$ cat src/design/mrid_cfg.svh
// offsets, bit positions, reset values and timing counts of the decoder
`ifndef MRID_CFG_SVH
`define MRID_CFG_SVH
`define MRID_OSC_PER_CYC 4
`define MRID_A_CTRL      5'h00
`define MRID_A_STAT      5'h04
`define MRID_A_PC        5'h08
`define MRID_A_ACC       5'h0c
`define MRID_A_INSN      5'h10
`define MRID_CTRL_RUN    0
`define MRID_CTRL_PSA    1
`define MRID_CTRL_WAKE   2
`define MRID_F_TIMER_ZERO_COUNT      7'h01
`define MRID_F_STAT      7'h03
`define MRID_F_PORT      7'h06
`define MRID_F_PC_HIGH_LATCH    7'h0a
`define MRID_SB_C        0
`define MRID_SB_DC       1
`define MRID_SB_Z        2
`define MRID_RST_PC      13'h0000
`define MRID_RESP_OK     2'h0
`define MRID_RESP_ERR    2'h2
`endif

$ cat src/design/mrid_pkg.sv
// types shared by the decoder modules
package mrid_pkg;
   typedef enum logic [3:0] {
      ALU_ADD, ALU_SUB, ALU_AND, ALU_OR, ALU_XOR, ALU_CLR, ALU_PASS, ALU_COM,
      ALU_DEC, ALU_INC, ALU_RLC, ALU_RRC, ALU_SWAP, ALU_BCLR, ALU_BSET
   } mrid_alu_op_t;
   typedef enum logic [1:0] {ST_EXEC, ST_FLUSH, ST_SLEEP} mrid_state_t;
endpackage

$ cat src/design/mrid_exec_if.sv
// carrier between the core, the alu and the file register store
`timescale 1ns/100ps
interface mrid_exec_if;
   mrid_pkg::mrid_alu_op_t op;
   logic [7:0]             opa;
   logic [7:0]             opb;
   logic [7:0]             res;
   logic [2:0]             bsel;
   logic                   cin;
   logic                   cout;
   logic                   dcout;
   logic                   zout;
   logic [6:0]             raddr;
   logic [6:0]             waddr;
   logic [7:0]             rdata;
   logic [7:0]             wdata;
   logic                   we;
   modport core (output op, opa, opb, bsel, cin, raddr, waddr, wdata, we,
                 input res, cout, dcout, zout, rdata);
   modport alu  (input op, opa, opb, bsel, cin, output res, cout, dcout, zout);
   modport regs (input raddr, waddr, wdata, we, output rdata);
endinterface

$ cat src/design/mrid_alu.sv
// arithmetic and logic unit for byte, bit and literal operations
`timescale 1ns/100ps
module mrid_alu (
   mrid_exec_if.alu ex
);
   wire [8:0] add_w  = {1'b0, ex.opa} + {1'b0, ex.opb};
   wire [8:0] sub_w  = {1'b0, ex.opa} + {1'b0, ~ex.opb} + 9'h001;
   wire [4:0] add_lo = {1'b0, ex.opa[3:0]} + {1'b0, ex.opb[3:0]};
   wire [4:0] sub_lo = {1'b0, ex.opa[3:0]} + {1'b0, ~ex.opb[3:0]} + 5'h01;
   wire [7:0] mask   = 8'h01 << ex.bsel;

   always_comb begin
      ex.res   = ex.opa;
      ex.cout  = ex.cin;
      ex.dcout = 1'b0;
      unique case (ex.op)
         mrid_pkg::ALU_ADD: begin
            ex.res   = add_w[7:0];
            ex.cout  = add_w[8];
            ex.dcout = add_lo[4];
         end
         mrid_pkg::ALU_SUB: begin
            // carry and digit carry read as not-borrow
            ex.res   = sub_w[7:0];
            ex.cout  = sub_w[8];
            ex.dcout = sub_lo[4];
         end
         mrid_pkg::ALU_AND:  ex.res = ex.opa & ex.opb;
         mrid_pkg::ALU_OR:   ex.res = ex.opa | ex.opb;
         mrid_pkg::ALU_XOR:  ex.res = ex.opa ^ ex.opb;
         mrid_pkg::ALU_CLR:  ex.res = 8'h00;
         mrid_pkg::ALU_COM:  ex.res = ~ex.opa;
         mrid_pkg::ALU_DEC:  ex.res = ex.opa - 8'h01;
         mrid_pkg::ALU_INC:  ex.res = ex.opa + 8'h01;
         mrid_pkg::ALU_RLC: begin
            ex.res  = {ex.opa[6:0], ex.cin};
            ex.cout = ex.opa[7];
         end
         mrid_pkg::ALU_RRC: begin
            ex.res  = {ex.cin, ex.opa[7:1]};
            ex.cout = ex.opa[0];
         end
         mrid_pkg::ALU_SWAP: ex.res = {ex.opa[3:0], ex.opa[7:4]};
         mrid_pkg::ALU_BCLR: ex.res = ex.opa & ~mask;
         mrid_pkg::ALU_BSET: ex.res = ex.opa | mask;
         default:            ex.res = ex.opa;
      endcase
   end

   assign ex.zout = (ex.res == 8'h00);
endmodule

$ cat src/design/mrid_core.sv
// instruction decoder top: fetch, decode, execute and register slave
//
// Implementation choices: the AXI4-Lite slave port and the register offsets.
`timescale 1ns/100ps
`include "mrid_cfg.svh"
// Overview of operation
// - d=0 result to accumulator, d=1 to file
// - add and subtract file update C, DC, Z
// - and, or, xor with file update Z only
// - clear file or accumulator, setting Z
// - rotate through carry changes only C
// - decrement/increment skip on zero, no flags
// - bit clear and bit set, no flags
// - bit tests skip on clear or set
// - branch or true test adds a no-op cycle
// - add literal into accumulator, updating C, DC, Z
// - literal minus accumulator, updating C, DC, Z
// - literal logic ops set Z; load literal none
// - call pushes return, jump loads same target
// - returns pop stack in two cycles
// - standby and watchdog clear update TO, PD
// - read-modify-write of port reads pin levels
// - writing timer zero clears assigned prescaler
// - 7-bit field addresses all 128 files
// - instruction cycle spans four clocks
module mrid_core #(
   parameter int STACK_DEPTH = 8
) (
   input  wire logic        aclk,
   input  wire logic        aresetn,
   input  wire logic [4:0]  s_axi_awaddr,
   input  wire logic        s_axi_awvalid,
   output wire logic        s_axi_awready,
   input  wire logic [31:0] s_axi_wdata,
   input  wire logic [3:0]  s_axi_wstrb,
   input  wire logic        s_axi_wvalid,
   output wire logic        s_axi_wready,
   output wire logic [1:0]  s_axi_bresp,
   output wire logic        s_axi_bvalid,
   input  wire logic        s_axi_bready,
   input  wire logic [4:0]  s_axi_araddr,
   input  wire logic        s_axi_arvalid,
   output wire logic        s_axi_arready,
   output wire logic [31:0] s_axi_rdata,
   output wire logic [1:0]  s_axi_rresp,
   output wire logic        s_axi_rvalid,
   input  wire logic        s_axi_rready,
   output wire logic [12:0] prog_addr,
   input  wire logic [13:0] prog_word,
   input  wire logic [7:0]  pins_in,
   output wire logic [7:0]  port_out,
   output wire logic        prescaler_clear,
   output wire logic        watchdog_clear,
   output wire logic        standby
);
   localparam int SPW = $clog2(STACK_DEPTH);

   mrid_exec_if ex ();

   mrid_alu u_alu (
      .ex (ex)
   );

   mrid_file #(
      .DEPTH (128)
   ) u_file (
      .aclk    (aclk),
      .pins_in (pins_in),
      .ex      (ex)
   );

   mrid_pkg::mrid_state_t  state_reg;
   mrid_pkg::mrid_state_t  state_next;
   mrid_pkg::mrid_alu_op_t alu_op;
   logic [1:0]             phase_reg;
   logic [12:0]            pc_reg;
   logic [7:0]             acc_reg;
   logic [4:0]             pc_high_latch_reg;
   logic                   c_reg;
   logic                   dc_reg;
   logic                   z_reg;
   logic                   pd_reg;
   logic                   to_reg;
   logic [SPW-1:0]         sp_reg;
   logic [12:0]            stack_reg [STACK_DEPTH];
   logic [13:0]            insn_reg;
   logic                   run_reg;
   logic                   psa_reg;
   logic [7:0]             port_out_reg;
   logic                   prescaler_clear_reg;
   logic                   watchdog_clear_reg;
   logic                   standby_reg;

   // instruction fields
   wire [13:0] iw   = prog_word;
   wire [3:0]  bop  = iw[11:8];
   wire        dsel = iw[7];
   wire [6:0]  fa   = iw[6:0];
   wire [7:0]  lit  = iw[7:0];

   // class decode
   wire is_byte   = (iw[13:12] == 2'h0);
   wire is_bit    = (iw[13:12] == 2'h1);
   wire is_jmp    = (iw[13:12] == 2'h2);
   wire is_lit    = (iw[13:12] == 2'h3);
   wire is_misc   = is_byte && bop == 4'h0 && !dsel;
   wire is_store  = is_byte && bop == 4'h0 && dsel;
   wire is_ret    = is_misc && fa == 7'h08;
   wire is_interrupt_return = is_misc && fa == 7'h09;
   wire is_sleep  = is_misc && fa == 7'h63;
   wire is_wdt    = is_misc && fa == 7'h64;
   wire is_call   = is_jmp && !iw[11];
   wire is_jump_absolute   = is_jmp && iw[11];
   wire is_load_literal  = is_lit && bop[3:2] == 2'h0;
   wire is_return_with_literal  = is_lit && bop[3:2] == 2'h1;
   wire is_add_literal  = is_lit && bop[3:1] == 3'h7;
   wire is_sub_acc_from_literal  = is_lit && bop[3:1] == 3'h6;
   wire is_llog   = is_lit && (bop == 4'h8 || bop == 4'h9 || bop == 4'ha);
   wire is_fop    = is_byte && bop != 4'h0;
   wire is_clr    = is_byte && bop == 4'h1;
   wire is_skz    = is_byte && (bop == 4'hb || bop == 4'hf);
   wire is_rot    = is_byte && (bop == 4'hc || bop == 4'hd);
   wire is_arith  = is_byte && (bop == 4'h7 || bop == 4'h2);
   wire is_blog   = is_byte && (bop == 4'h5 || bop == 4'h4 || bop == 4'h6);
   wire is_bmod   = is_bit && !iw[11];
   wire is_btst   = is_bit && iw[11];
   wire is_ret_any = is_ret || is_interrupt_return || is_return_with_literal;

   // byte ops that touch only zero
   wire z_byte = is_blog || is_clr || (is_byte && (bop == 4'h9 || bop == 4'h3 ||
                 bop == 4'ha || bop == 4'h8));

   // file operand, with status and high latch overlaid
   wire [7:0] stat_byte = {3'h0, to_reg, pd_reg, z_reg, dc_reg, c_reg};
   wire       fa_stat   = (fa == `MRID_F_STAT);
   wire       fa_pc_high_latch = (fa == `MRID_F_PC_HIGH_LATCH);
   wire [7:0] fval      = fa_stat ? stat_byte :
                          fa_pc_high_latch ? {3'h0, pc_high_latch_reg} : ex.rdata;
   wire       bit_val   = fval[iw[9:7]];

   always_comb begin
      alu_op = mrid_pkg::ALU_PASS;
      if (is_bit) begin
         alu_op = iw[10] ? mrid_pkg::ALU_BSET : mrid_pkg::ALU_BCLR;
      end else if (is_add_literal) begin
         alu_op = mrid_pkg::ALU_ADD;
      end else if (is_sub_acc_from_literal) begin
         alu_op = mrid_pkg::ALU_SUB;
      end else if (is_lit) begin
         unique case (bop)
            4'h9:    alu_op = mrid_pkg::ALU_AND;
            4'h8:    alu_op = mrid_pkg::ALU_OR;
            4'ha:    alu_op = mrid_pkg::ALU_XOR;
            default: alu_op = mrid_pkg::ALU_PASS;
         endcase
      end else if (is_byte) begin
         unique case (bop)
            4'h7:       alu_op = mrid_pkg::ALU_ADD;
            4'h2:       alu_op = mrid_pkg::ALU_SUB;
            4'h5:       alu_op = mrid_pkg::ALU_AND;
            4'h4:       alu_op = mrid_pkg::ALU_OR;
            4'h6:       alu_op = mrid_pkg::ALU_XOR;
            4'h1:       alu_op = mrid_pkg::ALU_CLR;
            4'h9:       alu_op = mrid_pkg::ALU_COM;
            4'h3, 4'hb: alu_op = mrid_pkg::ALU_DEC;
            4'ha, 4'hf: alu_op = mrid_pkg::ALU_INC;
            4'hd:       alu_op = mrid_pkg::ALU_RLC;
            4'hc:       alu_op = mrid_pkg::ALU_RRC;
            4'he:       alu_op = mrid_pkg::ALU_SWAP;
            default:    alu_op = mrid_pkg::ALU_PASS;
         endcase
      end
   end

   // four clocks per instruction cycle
   wire cyc_en = (phase_reg == 2'(`MRID_OSC_PER_CYC - 1));
   wire fire   = cyc_en && run_reg;
   wire ex_go  = fire && state_reg == mrid_pkg::ST_EXEC;

   // destinations
   wire       wr_acc  = (is_fop && !dsel) || is_lit;
   wire       wr_file = (is_fop && dsel) || is_store || is_bmod;
   wire [7:0] wdata   = is_store ? acc_reg : ex.res;
   wire       file_go = ex_go && wr_file;
   wire       st_wr   = file_go && fa_stat;

   assign ex.op    = alu_op;
   assign ex.opa   = is_lit ? lit : fval;
   assign ex.opb   = acc_reg;
   assign ex.cin   = c_reg;
   assign ex.bsel  = iw[9:7];
   assign ex.raddr = fa;
   assign ex.waddr = fa;
   assign ex.wdata = wdata;
   assign ex.we    = file_go && !fa_stat && !fa_pc_high_latch;

   // flag updates win over a plain write to the status file
   wire upd_cdc = is_arith || is_add_literal || is_sub_acc_from_literal;
   wire upd_c   = upd_cdc || is_rot;
   wire upd_z   = upd_cdc || is_llog || z_byte;
   wire c_next  = (ex_go && upd_c) ? ex.cout : st_wr ? wdata[`MRID_SB_C] : c_reg;
   wire dc_next = (ex_go && upd_cdc) ? ex.dcout : st_wr ? wdata[`MRID_SB_DC] : dc_reg;
   wire z_next  = (ex_go && upd_z) ? ex.zout : st_wr ? wdata[`MRID_SB_Z] : z_reg;

   // skips and branches
   wire take_skip   = ex_go && ((is_skz && ex.zout) ||
                      (is_btst && (iw[10] ? bit_val : !bit_val)));
   wire take_branch = ex_go && (is_call || is_jump_absolute || is_ret_any);

   wire [SPW-1:0] sp_top  = sp_reg - SPW'(1);
   wire [12:0]    pc_inc  = pc_reg + 13'h0001;
   wire [12:0]    pc_jump = {pc_high_latch_reg[4:3], iw[10:0]};
   wire [12:0]    pc_next = (is_call || is_jump_absolute) ? pc_jump :
                            is_ret_any ? stack_reg[sp_top] :
                            take_skip ? pc_reg + 13'h0002 : pc_inc;

   // register slave state
   logic        aw_rdy_reg;
   logic        w_rdy_reg;
   logic        bvalid_reg;
   logic        ar_rdy_reg;
   logic        rvalid_reg;
   logic [4:0]  aw_addr_reg;
   logic [31:0] w_data_reg;
   logic [3:0]  w_strb_reg;
   logic [31:0] rdata_reg;
   logic [1:0]  bresp_reg;
   logic [1:0]  rresp_reg;

   wire wr_go   = !aw_rdy_reg && !w_rdy_reg && !bvalid_reg;
   wire wr_map  = aw_addr_reg <= `MRID_A_INSN && aw_addr_reg[1:0] == 2'h0;
   wire rd_map  = s_axi_araddr <= `MRID_A_INSN && s_axi_araddr[1:0] == 2'h0;
   wire ctrl_wr = wr_go && aw_addr_reg == `MRID_A_CTRL && w_strb_reg[0];
   wire wake    = ctrl_wr && w_data_reg[`MRID_CTRL_WAKE];

   wire [31:0] rd_mux =
      (s_axi_araddr == `MRID_A_CTRL) ? {30'h0, psa_reg, run_reg} :
      (s_axi_araddr == `MRID_A_STAT) ? {22'h0, state_reg, stat_byte} :
      (s_axi_araddr == `MRID_A_PC)   ? {19'h0, pc_reg} :
      (s_axi_araddr == `MRID_A_ACC)  ? {24'h0, acc_reg} :
      (s_axi_araddr == `MRID_A_INSN) ? {18'h0, insn_reg} : 32'h0;

   always_comb begin
      state_next = state_reg;
      unique case (state_reg)
         mrid_pkg::ST_EXEC: begin
            if (ex_go && is_sleep) begin
               state_next = mrid_pkg::ST_SLEEP;
            end else if (take_branch || take_skip) begin
               state_next = mrid_pkg::ST_FLUSH;
            end
         end
         mrid_pkg::ST_FLUSH: begin
            if (fire) begin
               state_next = mrid_pkg::ST_EXEC;
            end
         end
         mrid_pkg::ST_SLEEP: begin
            if (wake) begin
               state_next = mrid_pkg::ST_EXEC;
            end
         end
         default: state_next = mrid_pkg::ST_EXEC;
      endcase
   end

   always_ff @(posedge aclk) begin
      if (!aresetn) begin
         phase_reg <= 2'h0;
         state_reg <= mrid_pkg::ST_EXEC;
         pc_reg    <= `MRID_RST_PC;
         sp_reg    <= '0;
         insn_reg  <= 14'h0000;
      end else begin
         phase_reg <= phase_reg + 2'h1;
         state_reg <= state_next;
         if (ex_go) begin
            pc_reg   <= pc_next;
            insn_reg <= iw;
            if (is_call) begin
               sp_reg <= sp_reg + SPW'(1);
            end else if (is_ret_any) begin
               sp_reg <= sp_top;
            end
         end
      end
   end

   always_ff @(posedge aclk) begin
      if (ex_go && is_call) begin
         stack_reg[sp_reg] <= pc_inc;
      end
   end

   always_ff @(posedge aclk) begin
      if (!aresetn) begin
         acc_reg    <= 8'h00;
         pc_high_latch_reg <= 5'h00;
         c_reg      <= 1'b0;
         dc_reg     <= 1'b0;
         z_reg      <= 1'b0;
         to_reg     <= 1'b1;
         pd_reg     <= 1'b1;
      end else begin
         c_reg  <= c_next;
         dc_reg <= dc_next;
         z_reg  <= z_next;
         if (ex_go && wr_acc) begin
            acc_reg <= ex.res;
         end
         if (file_go && fa_pc_high_latch) begin
            pc_high_latch_reg <= wdata[4:0];
         end
         if (ex_go && (is_sleep || is_wdt)) begin
            to_reg <= 1'b1;
            pd_reg <= is_wdt;
         end
      end
   end

   always_ff @(posedge aclk) begin
      if (!aresetn) begin
         port_out_reg        <= 8'h00;
         prescaler_clear_reg <= 1'b0;
         watchdog_clear_reg  <= 1'b0;
         standby_reg         <= 1'b0;
      end else begin
         if (file_go && fa == `MRID_F_PORT) begin
            port_out_reg <= wdata;
         end
         prescaler_clear_reg <= file_go && fa == `MRID_F_TIMER_ZERO_COUNT && psa_reg;
         watchdog_clear_reg  <= ex_go && is_wdt;
         standby_reg         <= (state_next == mrid_pkg::ST_SLEEP);
      end
   end

   always_ff @(posedge aclk) begin
      if (!aresetn) begin
         aw_rdy_reg  <= 1'b1;
         w_rdy_reg   <= 1'b1;
         bvalid_reg  <= 1'b0;
         bresp_reg   <= `MRID_RESP_OK;
         aw_addr_reg <= 5'h00;
         w_data_reg  <= 32'h0;
         w_strb_reg  <= 4'h0;
         run_reg     <= 1'b0;
         psa_reg     <= 1'b0;
      end else begin
         if (s_axi_awvalid && aw_rdy_reg) begin
            aw_rdy_reg  <= 1'b0;
            aw_addr_reg <= s_axi_awaddr;
         end
         if (s_axi_wvalid && w_rdy_reg) begin
            w_rdy_reg  <= 1'b0;
            w_data_reg <= s_axi_wdata;
            w_strb_reg <= s_axi_wstrb;
         end
         if (wr_go) begin
            bvalid_reg <= 1'b1;
            bresp_reg  <= wr_map ? `MRID_RESP_OK : `MRID_RESP_ERR;
         end
         if (ctrl_wr) begin
            run_reg <= w_data_reg[`MRID_CTRL_RUN];
            psa_reg <= w_data_reg[`MRID_CTRL_PSA];
         end
         if (bvalid_reg && s_axi_bready) begin
            bvalid_reg <= 1'b0;
            aw_rdy_reg <= 1'b1;
            w_rdy_reg  <= 1'b1;
         end
      end
   end

   always_ff @(posedge aclk) begin
      if (!aresetn) begin
         ar_rdy_reg <= 1'b1;
         rvalid_reg <= 1'b0;
         rdata_reg  <= 32'h0;
         rresp_reg  <= `MRID_RESP_OK;
      end else if (s_axi_arvalid && ar_rdy_reg) begin
         ar_rdy_reg <= 1'b0;
         rvalid_reg <= 1'b1;
         rdata_reg  <= rd_mux;
         rresp_reg  <= rd_map ? `MRID_RESP_OK : `MRID_RESP_ERR;
      end else if (rvalid_reg && s_axi_rready) begin
         rvalid_reg <= 1'b0;
         ar_rdy_reg <= 1'b1;
      end
   end

   assign s_axi_awready   = aw_rdy_reg;
   assign s_axi_wready    = w_rdy_reg;
   assign s_axi_bvalid    = bvalid_reg;
   assign s_axi_bresp     = bresp_reg;
   assign s_axi_arready   = ar_rdy_reg;
   assign s_axi_rvalid    = rvalid_reg;
   assign s_axi_rdata     = rdata_reg;
   assign s_axi_rresp     = rresp_reg;
   assign prog_addr       = pc_reg;
   assign port_out        = port_out_reg;
   assign prescaler_clear = prescaler_clear_reg;
   assign watchdog_clear  = watchdog_clear_reg;
   assign standby         = standby_reg;
endmodule

$ cat src/design/mrid_file.sv
// file register store; the port address reads the pin levels
`timescale 1ns/100ps
`include "mrid_cfg.svh"
module mrid_file #(
   parameter int DEPTH = 128
) (
   input wire logic       aclk,
   input wire logic [7:0] pins_in,
   mrid_exec_if.regs      ex
);
   logic [7:0] mem [DEPTH];

   wire port_sel = (ex.raddr == `MRID_F_PORT);

   assign ex.rdata = port_sel ? pins_in : mem[ex.raddr];

   always_ff @(posedge aclk) begin
      if (ex.we) begin
         mem[ex.waddr] <= ex.wdata;
      end
   end
endmodule

$ cat config.mk
export PLATFORM = sky130hd
export DESIGN_NAME = mrid_core
export DESIGN_NICKNAME = d
export VERILOG_FILES = /design/src/design/mrid_pkg.sv /design/src/design/mrid_exec_if.sv /design/src/design/mrid_alu.sv /design/src/design/mrid_core.sv /design/src/design/mrid_file.sv
export VERILOG_INCLUDE_DIRS = /design/src /design/src/design
export SDC_FILE = /design/constraint.sdc
export NUM_CORES = 1
export LEC_CHECK = 0
export BUFFER_PORTS_ARGS = -buffer_cell sky130_fd_sc_hd__buf_2
export CELL_PAD_IN_SITES_DETAIL_PLACEMENT = 1
export CELL_PAD_IN_SITES_GLOBAL_PLACEMENT = 1
export CORE_MARGIN = 5
export CORE_UTILIZATION = 40
export DETAILED_ROUTE_END_ITERATION = 6
export PLACE_DENSITY = 0.63
export RECOVER_POWER = 50
export SYNTH_ARGS = -nofsm -noshare
export SYNTH_HDL_FRONTEND = slang
export SYNTH_SLANG_ARGS = --single-unit
$ cat constraint.sdc
create_clock -name aclk -period 13.47 [get_ports aclk]
set_clock_uncertainty 0.15 [all_clocks]
set_input_delay 1.347 -clock aclk [delete_from_list [all_inputs] [get_ports aclk]]
set_output_delay 1.347 -clock aclk [all_outputs]
set_load 0.02 [all_outputs]
Word-level counts from Yosys, hierarchy flattened

Memories as Yosys holds them, arrays and structs flattened.
Index checks and enable logic that the tools add are counted.

Register bits after elaboration: 114
Bits in writable memories: 1128
Bits in read-only memories: 64
Bits of input ports: 75
Logic and storage cells: 268
Memories kept: 3

Add/sub/neg operators: 13
Order comparisons: 3
Equality and inequality tests: 50
Shifts and indexed selects: 1
Muxes and demuxes: 49
Bitwise gates (word level): 10
Reduce and logical (&&, ||, !) cells: 111

Memories:

| memory          | words | bits a word | rd ports | clocked after Yosys merged registers in | wr ports | line             | text |
|---|---|---|---|---|---|---|---|
| u_file.mem      | 128   | 8           | 1        | 0                                       | 1        | mrid_file.sv:11  | `logic [7:0] mem [DEPTH];` |
| stack_reg       | 8     | 13          | 1        | 0                                       | 1        | mrid_core.sv:85  | `logic [12:0] stack_reg [STACK_DEPTH];` |
| (no name shown) | 16    | 4           | 1        | 0                                       | 0        | mrid_core.sv:157 | `unique case (bop)` |

Operators by type and width:

| kind                                                             | count |
|---|---|
| 8-bit case mux with 14 select lines                              | 1 |
| 14-bit 2-to-1 mux                                                | 5 |
| 1-bit logical AND                                                | 58 |
| 4-bit == test (second input constant)                            | 14 |
| 8-bit 2-to-1 mux                                                 | 5 |
| 13-bit 2-to-1 mux                                                | 3 |
| 4-bit by 3-bit == test with 1-bit output (second input constant) | 7 |
| 1-bit logical OR                                                 | 27 |
| 8-bit inverter                                                   | 3 |
| 7-bit by 4-bit == test with 1-bit output (second input constant) | 3 |
| 4-bit 2-to-1 mux                                                 | 5 |
| 8-bit by 8-bit adder with 9-bit output                           | 2 |
| 8-bit AND                                                        | 2 |
| 4-bit by 2-bit == test with 1-bit output (second input constant) | 4 |
| 1-bit 2-to-1 mux                                                 | 16 |
| 8-bit bitwise OR                                                 | 2 |
| 7-bit == test (second input constant)                            | 2 |
| 2-bit 2-to-1 mux                                                 | 7 |
| 13-bit by 1-bit adder with 13-bit output (second input constant) | 1 |
| 13-bit by 2-bit adder with 13-bit output (second input constant) | 1 |
| 4-bit by 4-bit adder with 5-bit output                           | 2 |
| 2-bit == test (second input constant)                            | 5 |
| 5-bit by 4-bit == test with 1-bit output (second input constant) | 2 |
| 5-bit <= comparator (second input constant)                      | 2 |
| other kinds (36)                                                 | 58 |

Logic depth before layout (Yosys ltp)

Gate-level depths: netlist of the first run.

Depth after elaboration: 17
Mapped depth: 31

Modules after synthesis

Synthesis of the first run repeated with hierarchy kept, for this count alone.

Cells, all modules: 3298
Area, all modules: 52235.1 sq um

By module, submodules not included:

| module    | instances | cells an instance | area each (sq um) | seq. area each (sq um) |
|---|---|---|---|---|
| mrid_file | 1         | 2030              | 40298.6           | 30749.5 |
| mrid_core | 1         | 924               | 9699.3            | 5004.8 |
| mrid_alu  | 1         | 344               | 2237.1            | 0.0 |

Worst setup path after synthesis of the first run

OpenSTA, ideal clock, no wires.

Kind: input to register
From: in prog_word[0]
To: mem u_file.mem[0][6] (data pin)
Arrival: 9120 ps
Path slack: 3301 ps
Stages on the path: 21
Buffers on the path: 5
Cells stage by stage: buf_6 buf_6 buf_6 buf_2 buf_2 mux4_2 o21ai_0 nand4b_1 or4_1 a21oi_1 inv_1 fa_1 a21o_1 a21oi_1 o21bai_1 a21oi_1 xor2_1 o32ai_1 a221oi_2 o2111a_1 a21oi_1

Word-level cells in the longest chain between the ends: 9

Ends and longest elaborated chain:

| element                                                                        | line               | text |
|---|---|---|
| start: declaration                                                             | mrid_core.sv:49    | `input wire logic [13:0] prog_word,` |
| memory 128 x 8 bit or 7-bit by 3-bit == test with 1-bit output (tied branches) | --                 |  |
| 8-bit 2-to-1 mux                                                               | mrid_file.sv:15    | `assign ex.rdata = port_sel ? pins_in : mem[ex.raddr];` |
| 8-bit 2-to-1 mux                                                               | mrid_core.sv:138   | `fa_pc_high_latch ? {3'h0, pc_high_latch_reg} : ex.rdata;` |
| 8-bit 2-to-1 mux                                                               | mrid_core.sv:137   | `wire [7:0] fval = fa_stat ? stat_byte :` |
| 8-bit 2-to-1 mux *                                                             | mrid_core.sv:188   | `assign ex.opa = is_lit ? lit : fval;` |
| 8-bit by 8-bit adder with 9-bit output                                         | mrid_alu.sv:7      | `wire [8:0] sub_w = {1'b0, ex.opa} + {1'b0, ~ex.opb} + 9'h001;` |
| 9-bit by 1-bit adder with 9-bit output                                         | mrid_alu.sv:7      |  |
| 8-bit case mux with 14 select lines *                                          | mrid_alu.sv:16     | `unique case (ex.op)` |
| 8-bit 2-to-1 mux *                                                             | mrid_core.sv:183   | `wire [7:0] wdata = is_store ? acc_reg : ex.res;` |
| named net ex.wdata[6]                                                          | mrid_exec_if.sv:16 | `logic [7:0] wdata;` |
| end: declaration                                                               | mrid_file.sv:11    |  |

Mark *: on every way through the listed nets, which the timed path passes. The rest lies on a longest branch.

Final worst setup path of the first run

From: in prog_word[2]
To: mem u_file.mem[49][4] (data pin)

The elaborated chain is that of the path after synthesis.

==> summary.md, run 1 <==
| Metric | Value |
|---|---|
| Leak Pwr | `around 19 nW` |
| Synth-to-layout area growth | `12.4%` |
| Wire length per cell | `29.7 um` |
| Post-route design area | `between 0.05 and 0.06 mm^2` |
| Initial drt markers | `about 3,000` |
| Synth async-reset ratio | `0%` |
| Netlist cell types | `94` |
| HP Class | `reg2reg` |
| Worst slew pin tran | `slightly below 4 ns` |
| VDD IR-drop max | `around 96 uV` |
| Kind of critical path | `in2reg` |
| CP Capture Type | `flop` |
| Reg clk slew, reported paths | `around 0.060 ns` |
| TritonRoute pass-1 iters | `5` |
| Pwr Density | `151 mW/mm^2` |
| # port buffers | `87` |
| CP Launch Type | `input pin` |
| Fillers | `around 13,000` |
| Failing checks | `max-capacitance violations, max-slew violations` |
| Hold Vio Cnt, Final | `0` |
| Seq/Total Area, Yosys | `between 60% and 70%` |
| TritonCTS clock tree | `yes` |
| Synth Instances | `3,251` |
| DR vias | `30,800` |
| Total CTS buffers | `about 130` |
| RD Place Congestion | `0.877` |
| FMAX | `approximately 93 MHz` |
| H-tree levels | `4` |
| Sequential Area | `~0.036 mm^2` |
| Largest net degree at the start of global routing | `between 90 and 100` |
| Multi-input gate area | `roughly 0.015 mm^2` |
| Root Buffer | `clkbuf_16` |
| Syn Area/Cell | `between 15 and 20 um^2` |
| Worst EP required | `~14 ns` |
| Die ar. | `about 0.14 mm^2` |
| Overall power | `around 8.8 mW` |
| Starting density of the core | `around 40%` |
| Cell area after placement | `roughly 0.054 mm^2` |
| Slew headroom | `-164%` |
| Synth warnings | `0` |
| EDFF count, synth | `about 1,100` |
| First-pass GRT wire length | `approximately 230,000 um` |
| NumNets Final | `~3,500` |
| Post-DP HPWL | `approximately 100,000 um` |
| FP Rows | `approximately 130` |
| Placed cells | `4,975` |
| Setup TNS | `0 ns` |
| #FFs+latches synth | `roughly 1,200` |
| Minimum clock period | `10.73 ns` |
| Status | `finished with violations` |
| Initial antenna violation count | `2` |
| Drt via density | `~6` |
| Final Routed Wirelength | `around 150,000 um` |
| Total GRT Usage | `22.4%` |
| Sinks on Clock Net | `1,222` |
| CTS max path bufs | `3` |
| Critical Path Fanout Max | `between 60 and 70` |
| Synth Cell Area | `around 0.052 mm^2` |
| CTS-repair resized insts | `0` |
| Tcrit/Tclk final | `around four fifths` |
| Post-layout util | `45.1%` |
| Core box area | `0.129 mm^2` |
| Final cell count without fillers | `between 5,000 and 6,000` |
| Die W | `approximately 370 um` |
| # IOs | `140` |
| Max-cap violations | `14` |
| Max FFs per register | `about 1,000` |
| Clk_lat worst skew | `between 0.7 and 0.8 ns` |
| Post-synth top flop | `edfxtp_1` |
| Final setup fails | `0` |
| Post-route DRC | `0` |
| Vias in the first global route | `roughly 32,000` |
| Setup bufs post-CTS | `0` |
| Overflow after GRT | `0` |
| Critical Path AT | `10.95 ns` |
| ANT nets after route | `0` |
| Slew Limit Fails | `~270` |
| Post-CTS Hold Buffers | `0` |
| Die height | `between 300 and 400 um` |
| RSZ-0062 raised after global routing | `no` |
| Layout cells sized above 1 | `between 15 and 20%` |
==> through the flow <==
step | setup WS (ns) | hold WS, ns
6_report | 2.74 | 0.271
5_1_grt | 2.45 | 0.304
4_1_cts | 4.07 | 0.272
3_5_place_dp | 3.25 | 0.264
3_3_place_gp | 3.40 | 0.257
2_1_floorplan | 3.30 | 0.249
==> synth_stat cells (10+ instances only) <==
master,instances,share of area [%]
mux4_2,217,9.4
clkbuf_1,118,0.86
a21oi_1,139,1.3
o22ai_1,10,0.12
o221ai_1,29,0.49
buf_4,34,0.49
edfxtp_1,1128,65
buf_6,10,0.22
mux2_2,21,0.46
and3_1,18,0.22
nand4_1,21,0.25
nand2b_1,16,0.19
nor2b_1,13,0.16
inv_1,38,0.28
or3_1,11,0.13
a22o_1,19,0.32
dfxtp_1,94,3.6
mux2i_1,167,3.2
xnor2_1,13,0.22
nor2_1,281,2.0
buf_1,14,0.10
nand2_1,200,1.5
buf_2,41,0.40
nor3_1,43,0.42
a22oi_1,45,0.65
xor2_1,12,0.20
ha_1,33,0.80
o21ai_0,77,0.74
a211oi_1,36,0.52
nand3_1,100,0.97
a31oi_1,17,0.21
a221oi_1,23,0.39
a21o_1,10,0.15
a211o_1,12,0.20
o211ai_1,21,0.30
==> logic make-up (layout without fill, tap and decap cells) <==
| logic type | after synthesis | in the layout | synth area share [%] |
|---|---|---|---|
| flip-flops | 1222 | 1222 | 69.1 |
| AND/OR/NAND/NOR | 767 | 767 | 6.81 |
| AO/OA/AOI/OAI | 533 | 533 | 7.12 |
| multiplexers | 407 | 407 | 13.2 |
| buffers and inverters | 260 | 442 | 2.40 |
| adder cells (fa/ha/maj) | 36 | 36 | 0.914 |
| XOR/XNOR | 25 | 25 | 0.423 |
| other | 1 | 39 | 0.00725 |
==> path summary, 6_finish.rpt <==
path                                          from                end  cells past startpoint  slack, ns
worst min register to register        phase_reg[0]       phase_reg[0]                      1       0.27
worst max register to register  u_file.mem[127][2]  u_file.mem[49][4]                     19       5.26
worst max-delay path                  prog_word[2]  u_file.mem[49][4]                     19       2.74
worst min-delay path                  phase_reg[0]       phase_reg[0]                      1       0.27
==> area by class of cell <==
class | count | share of cell area, %
Tap cell | 1742 | 3.75
Inverter | 42 | 0.284
Clock inverter | 65 | 1.10
Clock buffer | 170 | 5.96
Multi-Input combinational cell | 1804 | 25.8
Sequential cell | 1222 | 61.4
Antenna cell | 3 | 0.0129
Timing Repair Buffer | 165 | 1.68
==> placed cells by master (no fill, tap or decap), drive strengths merged, types with 16 or more instances in the layout <==
cell type  netlist  layout
edfxtp        1128    1128
nor2           281     281
clkbuf         118     229
mux4           219     219
nand2          200     200
mux2i          167     167
a21oi          139     139
buf            100     106
nand3          100     100
dfxtp           94      94
o21ai           81      81
clkinv           2      57
a22oi           45      45
nor3            43      43
inv             40      41
a211oi          37      37
conb             1      36
ha              33      33
o221ai          29      29
a221oi          25      25
nand4           21      21
o211ai          21      21
mux2            21      21
a22o            19      19
and3            18      18
a31oi           17      17
nand2b          16      16
==> worst max-delay path, cell delays in order <==
cell and delay (ns):
clkbuf_1 1.37, clkbuf_1 1.12, nor2_1 0.56, a2111oi_0 0.89, o21ai_1 0.39, o21ai_1 0.75, inv_1 0.29, ha_1 0.46
a21o_1 0.22, a21oi_1 0.22, xnor2_1 0.15, a22o_1 0.20, a2111o_1 0.42, a2111o_1 0.45, o31ai_1 0.35, mux2i_1 0.21
a21oi_1 0.51, inv_4 0.41, buf_4 0.48
==> power by group <==
part           switching [mW]  internal [mW]
Sequential            0.00563           4.42
Combinational           0.673          0.200
Clock                    1.51           1.95
==> routing by layer <==
metal	GRT usage [%]	up-vias	wire (um)
li1	-	13100	-
met4	7.28	2	4920
met2	36.9	1109	75100
met3	3.75	259	9530
met1	30.5	16300	65400
met5	0	-	13
(Power assumes the default switching activity.)
==> run 2, diff against run 1 <==
--- a/config.mk
+++ b/config.mk
@@ -6,13 +6,14 @@
 export SDC_FILE = /design/constraint.sdc
 export NUM_CORES = 1
 export LEC_CHECK = 0
+export ABC_AREA = 1
 export BUFFER_PORTS_ARGS = -buffer_cell sky130_fd_sc_hd__buf_2
 export CELL_PAD_IN_SITES_DETAIL_PLACEMENT = 1
 export CELL_PAD_IN_SITES_GLOBAL_PLACEMENT = 1
 export CORE_MARGIN = 5
 export CORE_UTILIZATION = 40
 export DETAILED_ROUTE_END_ITERATION = 6
-export PLACE_DENSITY = 0.63
+export PLACE_DENSITY = 0.67
 export RECOVER_POWER = 50
 export SYNTH_ARGS = -nofsm -noshare
 export SYNTH_HDL_FRONTEND = slang
==> constraint.sdc (replaced) <==
create_clock -name aclk -period 11 [get_ports aclk]
set_clock_uncertainty 0.15 [all_clocks]
set_input_delay 1.1 -clock aclk [delete_from_list [all_inputs] [get_ports aclk]]
set_output_delay 1.1 -clock aclk [all_outputs]
set_load 0.02 [all_outputs]
==> run 2 against run 1 <==
Net effect:
- the run still ends with max-capacitance violations, max-slew violations left
- global-route usage rose by 1.3 points
- worst setup slack got worse by 1.1 ns
- clock power grew 30%
- synthesized cell count grew 63%
- clock-buffer cell count is 5 higher
- register-to-register slack lost 1.3 ns
- sequential power up 22%
- combinational power is 29% higher
- critical path type unchanged
- highest routed layer is now met4
==> summary.md, run 2 <==
| Metric | Value |
|---|---|
| Slowest CP cell | `clkbuf_1` |
| FP Rows | `133 (+0.76%)` |
| Combinational Power Share | `10.2% (+0.2 points)` |
| EDFF count, synth | `1,128 (unchanged)` |
| ANT nets after route | `0 (unchanged)` |
| Synth Instances | `5,315 (+63%)` |
| Reg clk slew, reported paths | `0.05 ns (about the same)` |
| Worst slew pin tran | `2.86 ns (-1.10 ns)` |
| Die height | `375 um (+1.3%)` |
| Overflow after GRT | `0 (unchanged)` |
| CTS max path bufs | `3 (unchanged)` |
| #FFs+latches synth | `1,222 (unchanged)` |
| Tcrit/Tclk final | `84.9%` |
| First-pass GRT wire length | `252,000 um (+12%)` |
| Largest net degree at the start of global routing | `130 (+34%)` |
| Setup bufs post-CTS | `0 (unchanged)` |
| Hold Vio Cnt, Final | `0 (unchanged)` |
| Critical Path Fanout Max | `106 (+58%)` |
| Cell Int Power | `8.17 mW (+24%)` |
| Most used cell, CP | `nand2_1` |
| Slew Limit Fails | `257 (-6.2%)` |
| Hold Crit Start | `phase_reg[0]` |
| WHS | `0.275 ns (+0.00454 ns)` |
| FF-to-FF setup slack | `3.98 ns (-1.28 ns)` |
| Synth async-reset ratio | `0% (unchanged)` |
| Die W | `375 um (+1.3%)` |
| Pwr Density | `184 mW/mm^2 (+22%)` |
| Family with the most delay on the worst path | `simple AND/OR/NAND/NOR gates` |
| VDD IR-drop max | `144 uV (+51%)` |
| H-tree levels | `4 (unchanged)` |
| Post-route DRC | `0 (unchanged)` |
| Synth Cell Area | `0.0532 mm^2 (+2.8%)` |
| Syn Area/Cell | `10.0 um^2 (-37%)` |
| FMAX | `approximately 110 MHz` |
| Commonest cells after routing, fill and taps aside | `nand2_1 (2,356), edfxtp_1 (1,128), nor2_1 (445)` |
| Core box area | `0.132 mm^2 (+2.2%)` |
| Status | `finished with violations` |
| Initial antenna violation count | `1 (-1)` |
| Post-DP HPWL | `104,000 um (+3.8%)` |
| # port buffers | `87 (unchanged)` |
| Starting density of the core | `40.4% (+0.24 points)` |
| TritonCTS clock tree | `yes` |
| Clk pwr share | `40.7% (+1.2 points)` |
| Reg-to-reg startpoint | `u_file.mem[120][3]` |
| Failing checks | `max-capacitance violations, max-slew violations` |
| Slew headroom | `-90.4% (+73 points)` |
| Sequential power share | `49.1% (-1.5 points)` |
| Layout cells sized above 1 | `6.22% (-9.7 points)` |
| Worst EP required | `11.49 ns (-2.20 ns)` |
| Critical Path AT | `9.83 ns (-1.12 ns)` |
| Critical Path Max Stage Delay | `1.40 ns (+0.03 ns)` |
| Wire length per cell | `23.4 um (-21%)` |
| Commonest non-fill, non-tap cell in the layout | `nand2_1` |
| Synth area leaders | `edfxtp_1 (64%), nand2_1 (17%), dfxtp_1 (3.5%)` |
| Switching power | `2.86 mW (+31%)` |
| CP Capture Type | `flop` |
| Total GRT Usage | `23.7% (+1.3 points)` |
| Synth warnings | `0 (unchanged)` |
| Synth top area share | `63.7% (-1.8 points)` |
| Netlist cell types | `45 (-52%)` |
| Die ar. | `0.140 mm^2 (+2.7%)` |
| CP Launch Type | `input pin` |
| Most common cell in the synthesized netlist | `nand2_1` |
| Post-synth top flop | `edfxtp_1` |
| Final Routed Wirelength | `170,000 um (+9.8%)` |
| RD Place Congestion | `0.888 (+1.3%)` |
| Root Buffer | `clkbuf_16` |
| Sw Share | `25.9% (+1.0 points)` |
| Initial drt markers | `3,013 (+0.67%)` |
| RSZ-0062 raised after global routing | `no` |
| # IOs | `140 (unchanged)` |
| Synth area leader | `edfxtp_1` |
| DR vias | `38,900 (+26%)` |
| Vias in the first global route | `39,700 (+24%)` |
| Synth-to-layout area growth | `12.7%` |
| Worst Setup SP | `prog_word[0]` |
| HP Class | `reg2reg` |
| Crit path buf inv count | `5 (unchanged)` |
| Diodes inserted | `0 (-3)` |
| Leak Pwr | `23.1 nW (+24%)` |
| Total CTS buffers | `138 (+5.3%)` |
| Kind of critical path | `in2reg` |
| Final setup fails | `0 (unchanged)` |
| CTS-repair resized insts | `0 (unchanged)` |
| Minimum clock period | `around 9.3 ns` |
| Max-cap violations | `10 (-4)` |
| NumNets Final | `5,519 (+59%)` |
| Clk_lat worst skew | `0.78 ns (about the same)` |
| Overall power | `11.0 mW (+26%)` |
| Drt via density | `5.35 (-9.3%)` |
| Post-CTS Hold Buffers | `0 (unchanged)` |
| Seq/Total Area, Yosys | `67.2% (-1.9 points)` |
| Sinks on Clock Net | `1,222 (unchanged)` |
| TritonRoute pass-1 iters | `5 (unchanged)` |
| Setup TNS | `0 ns (unchanged)` |
| Synth cell count leaders | `nand2_1 (2,356), edfxtp_1 (1,128), nor2_1 (447)` |
| Max FFs per register | `1,024 (unchanged)` |
## run 2: cell count changes in the layout (fill, tap and decap cells not counted), moves of 96 or more
cell	change
mux2i_1	-157
nand3_1	+96
inv_1	+164
nand2_1	+2156
nor2_1	+165
mux4_2	-217
## run 2: through the flow
stage	instances	setup slack (ns)	utilization [%]	area, um^2
floorplan	5350	0.351	-	53300
global placement	7023	1.90	42.3	55800
detailed placement	7023	1.74	42.3	55800
CTS	7268	2.53	45.6	60100
global route	7268	1.18	45.5	60000
finish	7268	1.66	45.5	60000
## run 2: power by group through the flow
stage,clock [mW],sequential [mW],combinational (mW)
4_1_cts,4.57,5.41,1.13
2_1_floorplan,0,5.64,0.578
5_1_grt,4.78,5.41,1.21
6_report,4.50,5.41,1.13
3_5_place_dp,0,5.51,1.12
3_3_place_gp,0,5.51,1.09
## run 2: logic make-up (layout without fill, tap and decap cells)
kind of cell,Yosys count,count (layout),synth area share [%]
DFF,1222,1222,67.2
other,1,36,0.00705
xor gates and xnor gates,24,24,0.395
adders and majority gates,36,36,0.889
AOI/OAI and AO/OA,438,438,4.55
muxes,10,10,0.188
and+or+nand+nor,3118,3118,23.0
buffers and inverters,466,629,3.77
## run 2: final timing paths
path         cells past startpoint       endpoint
max                             37  prog_addr[11]
min                              1   phase_reg[0]
max reg2reg                     38  prog_addr[11]
min reg2reg                      1   phase_reg[0]
## run 2: layer usage
layer	vias up	wire length, um	track usage [%]
met5	-	0	0
met3	255	9150	3.27
met2	1051	81600	39.8
met4	0	5200	7.66
met1	19700	74200	32.0
li1	17900	-	-
## run 2: layout make-up
| class | count | area, um^2 |
|---|---|---|
| Timing Repair Buffer | 173 | 1120 |
| Fill cell | 14500 | 71800 |
| Sequential cell | 1222 | 35800 |
| Tap cell | 1755 | 2200 |
| Inverter | 211 | 810 |
| Clock inverter | 70 | 738 |
| Multi-Input combinational cell | 3662 | 15700 |
| Clock buffer | 175 | 3640 |
